## config.mk

```make
export PLATFORM = sky130hd
export DESIGN_NAME = ofrr_top
export DESIGN_NICKNAME = d
export VERILOG_FILES = /design/src/logic/ofrr_channel.v /design/src/logic/ofrr_top.v
export VERILOG_INCLUDE_DIRS = /design/src /design/src/logic
export SDC_FILE = /design/constraint.sdc
export NUM_CORES = 1
export LEC_CHECK = 0
export CORE_ASPECT_RATIO = 2
export CORE_UTILIZATION = 55
export DETAILED_ROUTE_END_ITERATION = 10
export DONT_BUFFER_PORTS = 1
export MAX_ROUTING_LAYER = met4
export PLACE_DENSITY = 0.74
export SLEW_MARGIN = 5
export SYNTH_ARGS = -nofsm -noshare
export SYNTH_HDL_FRONTEND = slang
export SYNTH_HIERARCHICAL = 1
export SYNTH_SLANG_ARGS = --single-unit
export TNS_END_PERCENT = 10
```

## constraint.sdc

```tcl
create_clock -name CLK -period 2.65 [get_ports CLK]
set_input_delay 0.265 -clock CLK [delete_from_list [all_inputs] [get_ports CLK]]
set_output_delay 0.265 -clock CLK [all_outputs]
set_load 0.05 [all_outputs]
```

## src/logic/ofrr_consts.vh

```
`ifndef OFRR_CONSTS_VH
`define OFRR_CONSTS_VH
`define OFRR_ADDR_CH0 8'h1D
`define OFRR_ADDR_CH1 8'h1E
`define OFRR_ADDR_CH2 8'h1F
`define OFRR_ADDR_CH3 8'h20
`define OFRR_ADDR_CH4 8'h21
`define OFRR_ADDR_CH5 8'h22
`define OFRR_NUM_CH 6
`define OFRR_SEL_MSB 3
`define OFRR_SEL_LSB 0
`define OFRR_RSV_MSB 7
`define OFRR_RSV_LSB 4
`define OFRR_RESET_BYTE 8'h00
`define OFRR_RESET_SEL 4'h0
`define OFRR_CODE_60R 4'h0
`define OFRR_CODE_5K6 4'h5
`define OFRR_CODE_11K2 4'h6
`define OFRR_CODE_22K2 4'h7
`define OFRR_CODE_44K4 4'h8
`define OFRR_CODE_104K 4'h9
`define OFRR_TAP_60R 6'h01
`define OFRR_TAP_5K6 6'h02
`define OFRR_TAP_11K2 6'h04
`define OFRR_TAP_22K2 6'h08
`define OFRR_TAP_44K4 6'h10
`define OFRR_TAP_104K 6'h20
`endif

```

## src/logic/ofrr_channel.v

```verilog
`timescale 1ns/10ps
`include "ofrr_consts.vh"
module ofrr_channel (
    // Clock and reset
    input wire clk,
    input wire nrst,
    // Write port for this channel only
    input wire wr_en,
    input wire [3:0] wr_code,
    // Held selection
    output reg [3:0] sel_reg,
    output reg [5:0] tap_reg
);
    function valid_code;
        input [3:0] c;
        begin
            valid_code = (c == `OFRR_CODE_60R) || (c == `OFRR_CODE_5K6) ||
                (c == `OFRR_CODE_11K2) || (c == `OFRR_CODE_22K2) ||
                (c == `OFRR_CODE_44K4) || (c == `OFRR_CODE_104K);
        end
    endfunction

    function [5:0] tap_of;
        input [3:0] c;
        begin
            case (c)
                `OFRR_CODE_60R: tap_of = `OFRR_TAP_60R; // [RL2]
                `OFRR_CODE_5K6: tap_of = `OFRR_TAP_5K6; // [RL2]
                `OFRR_CODE_11K2: tap_of = `OFRR_TAP_11K2; // [RL2]
                `OFRR_CODE_22K2: tap_of = `OFRR_TAP_22K2; // [RL2]
                `OFRR_CODE_44K4: tap_of = `OFRR_TAP_44K4; // [RL2]
                `OFRR_CODE_104K: tap_of = `OFRR_TAP_104K; // [RL2]
                default: tap_of = `OFRR_TAP_60R;
            endcase
        end
    endfunction

    // Unlisted codes keep the previous resistor so no undefined tap is
    // ever switched onto the output.
    always @(posedge clk)
    begin
        if (!nrst)
        begin
            sel_reg <= `OFRR_RESET_SEL; // [RL1] [RL6]
            tap_reg <= `OFRR_TAP_60R; // [RL6]
        end
        else if (wr_en && valid_code(wr_code)) // [RL9]
        begin
            sel_reg <= wr_code; // [RL1]
            tap_reg <= tap_of(wr_code); // [RL2] [RL3]
        end
    end
endmodule // ofrr_channel

```

## src/logic/ofrr_top.v

```verilog
// How it works
// [RL1] Each channel has a read/write 4-bit resistor select, reset to zero.
// [RL2] Codes 0,5,6,7,8,9 select 60R,5.6k,11.2k,22.2k,44.4k,104k.
// [RL3] The chosen resistor pairs with that channel's damping capacitor.
// [RL4] A write changes only the addressed channel's selection.
// [RL5] Channels one to five sit at 0x1E through 0x22.
// [RL6] Every filter register resets to zero, selecting 60 ohm.
// [RL7] Upper nibble is reserved, reads zero, ignores writes.
// [RL8] Channel zero sits at 0x1D, resetting to zero.
// [RL9] Host writes only listed codes; others keep the previous selection.
`timescale 1ns/10ps
`include "ofrr_consts.vh"
module ofrr_top (
    // Clock and reset
    input wire CLK,
    input wire NRST,
    // Register access from the serial interface
    input wire REG_WR,
    input wire REG_RD,
    input wire [7:0] REG_ADDR,
    input wire [7:0] REG_WDATA,
    output reg [7:0] REG_RDATA,
    output reg REG_HIT,
    // Resistor taps, one-hot, per channel
    output reg [5:0] RES_SEL_CH0,
    output reg [5:0] RES_SEL_CH1,
    output reg [5:0] RES_SEL_CH2,
    output reg [5:0] RES_SEL_CH3,
    output reg [5:0] RES_SEL_CH4,
    output reg [5:0] RES_SEL_CH5
);
    wire [3:0] sel [0:5];
    wire [5:0] tap [0:5];
    reg [7:0] rdata_next;
    reg hit_next;
    integer k;

    function [2:0] ch_of;
        input [7:0] a;
        begin
            case (a)
                `OFRR_ADDR_CH0: ch_of = 3'h0; // [RL8]
                `OFRR_ADDR_CH1: ch_of = 3'h1; // [RL5]
                `OFRR_ADDR_CH2: ch_of = 3'h2; // [RL5]
                `OFRR_ADDR_CH3: ch_of = 3'h3; // [RL5]
                `OFRR_ADDR_CH4: ch_of = 3'h4; // [RL5]
                `OFRR_ADDR_CH5: ch_of = 3'h5; // [RL5]
                default: ch_of = 3'h7;
            endcase
        end
    endfunction

    genvar g;
    generate
        for (g = 0; g < `OFRR_NUM_CH; g = g + 1)
        begin : chan
            localparam [2:0] CH_IDX = g;
            ofrr_channel u_ch (
                .clk(CLK),
                .nrst(NRST),
                .wr_en(REG_WR && (ch_of(REG_ADDR) == CH_IDX)), // [RL4]
                .wr_code(REG_WDATA[`OFRR_SEL_MSB:`OFRR_SEL_LSB]), // [RL7]
                .sel_reg(sel[g]),
                .tap_reg(tap[g])
            );
        end
    endgenerate

    always @*
    begin
        rdata_next = `OFRR_RESET_BYTE;
        hit_next = 1'b0;
        for (k = 0; k < `OFRR_NUM_CH; k = k + 1)
        begin
            if (ch_of(REG_ADDR) == k[2:0])
            begin
                rdata_next = {4'h0, sel[k]}; // [RL7]
                hit_next = 1'b1;
            end
        end
        if (!REG_RD)
        begin
            rdata_next = `OFRR_RESET_BYTE;
        end
    end

    // Outputs are registered; taps lag the select by one clock.
    always @(posedge CLK)
    begin
        if (!NRST)
        begin
            REG_RDATA <= `OFRR_RESET_BYTE;
            REG_HIT <= 1'b0;
            RES_SEL_CH0 <= `OFRR_TAP_60R; // [RL6]
            RES_SEL_CH1 <= `OFRR_TAP_60R;
            RES_SEL_CH2 <= `OFRR_TAP_60R;
            RES_SEL_CH3 <= `OFRR_TAP_60R;
            RES_SEL_CH4 <= `OFRR_TAP_60R;
            RES_SEL_CH5 <= `OFRR_TAP_60R;
        end
        else
        begin
            REG_RDATA <= rdata_next;
            REG_HIT <= hit_next && (REG_RD || REG_WR);
            RES_SEL_CH0 <= tap[0]; // [RL3]
            RES_SEL_CH1 <= tap[1]; // [RL3]
            RES_SEL_CH2 <= tap[2];
            RES_SEL_CH3 <= tap[3];
            RES_SEL_CH4 <= tap[4];
            RES_SEL_CH5 <= tap[5];
        end
    end
endmodule // ofrr_top

```

==> qor.yml <==
status: "finished clean"
reg2reg_depth: 4
gp_congestion: 0.835
postCtsSetupBuffers: 0
powerDensity_nw_per_um2: 577
synth_edf_count: 0
min_to: "chan[1].u_ch/tap_reg[5]"
synthCells: 477
r2r_end: "REG_RDATA[1]"
syn_to_final_growth_pct: 7.42
die-height_um: 131
drv_cap: 0
grt_use_met3_pct: 6.16
p_leak_nw: 1.99
max_freq_mhz: 526
power_mw: 2.82
hp-class: "in2reg"
ir_worst_vdd_v: 0.000341
ctsResizeCount: 0
fin_tns_setup_ps: 0
port_buffers: 0
clk_latency_ps: 340
cts_tree: "done"
start_kind: "input pin"
grt_max_degree: 122
track_usage_pct: 22.0
start_util_pct: 56.9
hold_path_startpoint: "REG_WDATA[1]"
path_class: "in2reg"
h-tree-depth: 3
setup_viol: 0
clockRootBuffer: "clkbuf_16"
ant_nets: 0
utilization_pct: 61.2
ff2ff_setup_slack_ps: 1540
dpl.cell_count: 556
via_count: 3191
grt_pass1_wl_um: 14000
critPathMaxFanout: 8
final_cells: 573
num_antenna_cells: 0
drive_gt1_share_pct: 13.2
drv_slew: 0
clockBufferDepth: 2
die_w_um: 66.3
clk_pin_slew_ps: 60
dpl.hpwl_um: 5330
ys.warnings.count: 6
finalCriticalPeriod_ps: 1900
busiest_layer: "met2"
fin_crit_sh_pct: 71.8
ys_seq_area_share_pct: 44.4
final_hold_viol_count: 0
nets: 492
largest_register_ffs: 36
synth_seq_cells: 101
ys_types: 42
routed_wl_um: 8490
hold-path-cell-count: 1
cts_hold_buf: 1
pin_count: 65
clkSinkCount: 101
antenna_found_initial: 0
cp.required_ps: 2890
cts_buffers: 9
hold_ws_ps: 23.8
drt_iter0_drc: 218
die-area_sq_um: 8670
core.rowCount: 46
postSynthAreaPerCell_sq_um: 9.55
skew_ps: 4.88
wl_per_cell_um: 14.8
syn_area_sq_um: 4550
core_area_sq_um: 8000
async_flop_share_pct: 0
use_met2_pct: 38.0
via_per_inst: 5.57
synthFlopType: "dfxtp_1"
drc: 0
grt_pass1_vias: 2955
first_pass_iters: 4
critical_path_arrival_ps: 2140
rr_startpoint: "chan[2].u_ch/sel_reg[1]"
grt-ovfl-total: 0
use_met1_pct: 22.9
crit_path_end_kind: "flop"
rsz0062_at_grt: "no"
-- synthesized netlist by cell type, types with 2 or more instances --
cell	count	area, sq um
o21ai_2	6	52.6
nor2b_1	7	43.8
nand3_1	12	60.1
a22o_1	4	35.0
nand2b_4	6	82.6
mux2i_1	42	420
a221oi_2	4	60.1
nand2_4	6	67.6
inv_1	8	30.0
o211ai_1	6	45.0
nand3b_1	24	180
a21o_1	6	45.0
dfxtp_1	101	2020
nor2b_2	6	52.6
and3b_2	6	60.1
nor3_1	2	10.0
nor2_1	6	22.5
buf_4	4	30.0
buf_2	7	35.0
o311ai_1	4	35.0
nand2_1	97	364
and3_1	2	12.5
mux2_1	4	45.0
o21ai_4	6	97.6
clkbuf_1	13	48.8
a221oi_1	6	52.6
nand2b_1	12	75.1
o21ai_0	17	85.1
o41ai_1	6	52.6
and2_1	30	188
o21a_1	6	45.0
-- worst max path at each step --
stage	to	depth (start not counted)	startpoint
2_1_floorplan	chan[4].u_ch/tap_reg[0]	8	REG_ADDR[4]
3_3_place_gp	chan[3].u_ch/tap_reg[0]	9	REG_ADDR[4]
3_5_place_dp	chan[3].u_ch/tap_reg[0]	9	REG_ADDR[4]
4_1_cts	chan[3].u_ch/tap_reg[0]	9	REG_ADDR[4]
5_1_grt	chan[3].u_ch/tap_reg[0]	9	REG_ADDR[4]
6_report	chan[3].u_ch/tap_reg[0]	9	REG_ADDR[4]
-- final cells by class --
class	instances	area (sq um)
Fill cell	704	3110
Multi-Input combinational cell	346	2400
Inverter	9	33.8
Timing Repair Buffer	5	40.0
Clock inverter	3	20.0
Clock buffer	13	260
Tap cell	96	120
Sequential cell	101	2020
-- logic make-up after synthesis --
logic type | synth area share [%]
mux | 10.2
buf+inv | 3.24
other cells | 0.0823
flops | 44.4
compound gates | 13.6
simple gates | 28.5
-- power breakdown --
part | internal [mW] | switching [mW] | leakage, nW
Combinational | 0.0371 | 0.0443 | 1.05
Clock | 0.687 | 0.536 | 0.132
Sequential | 1.52 | 0.00151 | 0.814
Total | 2.24 | 0.582 | 1.99
-- layer usage --
metal	routed length [um]	part of all wire (%)	vias up
met5	0	0	-
met4	151	1.8	0
met3	359	4.2	10
met2	4610	54	56
met1	3370	40	1488
li1	-	-	1637
-- worst max-delay path: stages --
cell      delay (ps)
or4b_4           530
nor3_4           280
inv_2             90
nor4b_2          250
buf_4            190
nand2b_4          60
o21ai_4          150
nand2_4          130
a21o_1           190
-- layout by cell type, fill, tap and decap left out, types with 4 or more instances in the layout --
cell	n
dfxtp_1	101
nand2_1	97
mux2i_1	42
and2_1	30
nand3b_1	24
o21ai_0	17
nand2b_1	12
nand3_1	12
clkbuf_16	9
inv_1	8
nor2b_1	7
and3b_2	6
nor2b_2	6
nand2b_4	6
o21ai_4	6
nor2_1	6
o21ai_2	6
nand2_4	6
a221oi_1	6
a21o_1	6
o211ai_1	6
o41ai_1	6
o21a_1	6
o311ai_1	4
mux2_1	4
a22o_1	4
a221oi_2	4
conb_1	4
buf_4	4
-- through the flow --
step / worst slack [ps] / cell area, sq um
6_report: 749 / 4890
5_1_grt: 640 / 4890
4_1_cts: 733 / 4890
3_5_place_dp: 369 / 4600
3_3_place_gp: 392 / 4600
2_1_floorplan: 343 / 4570
Power figures use the tool's default switching activity.
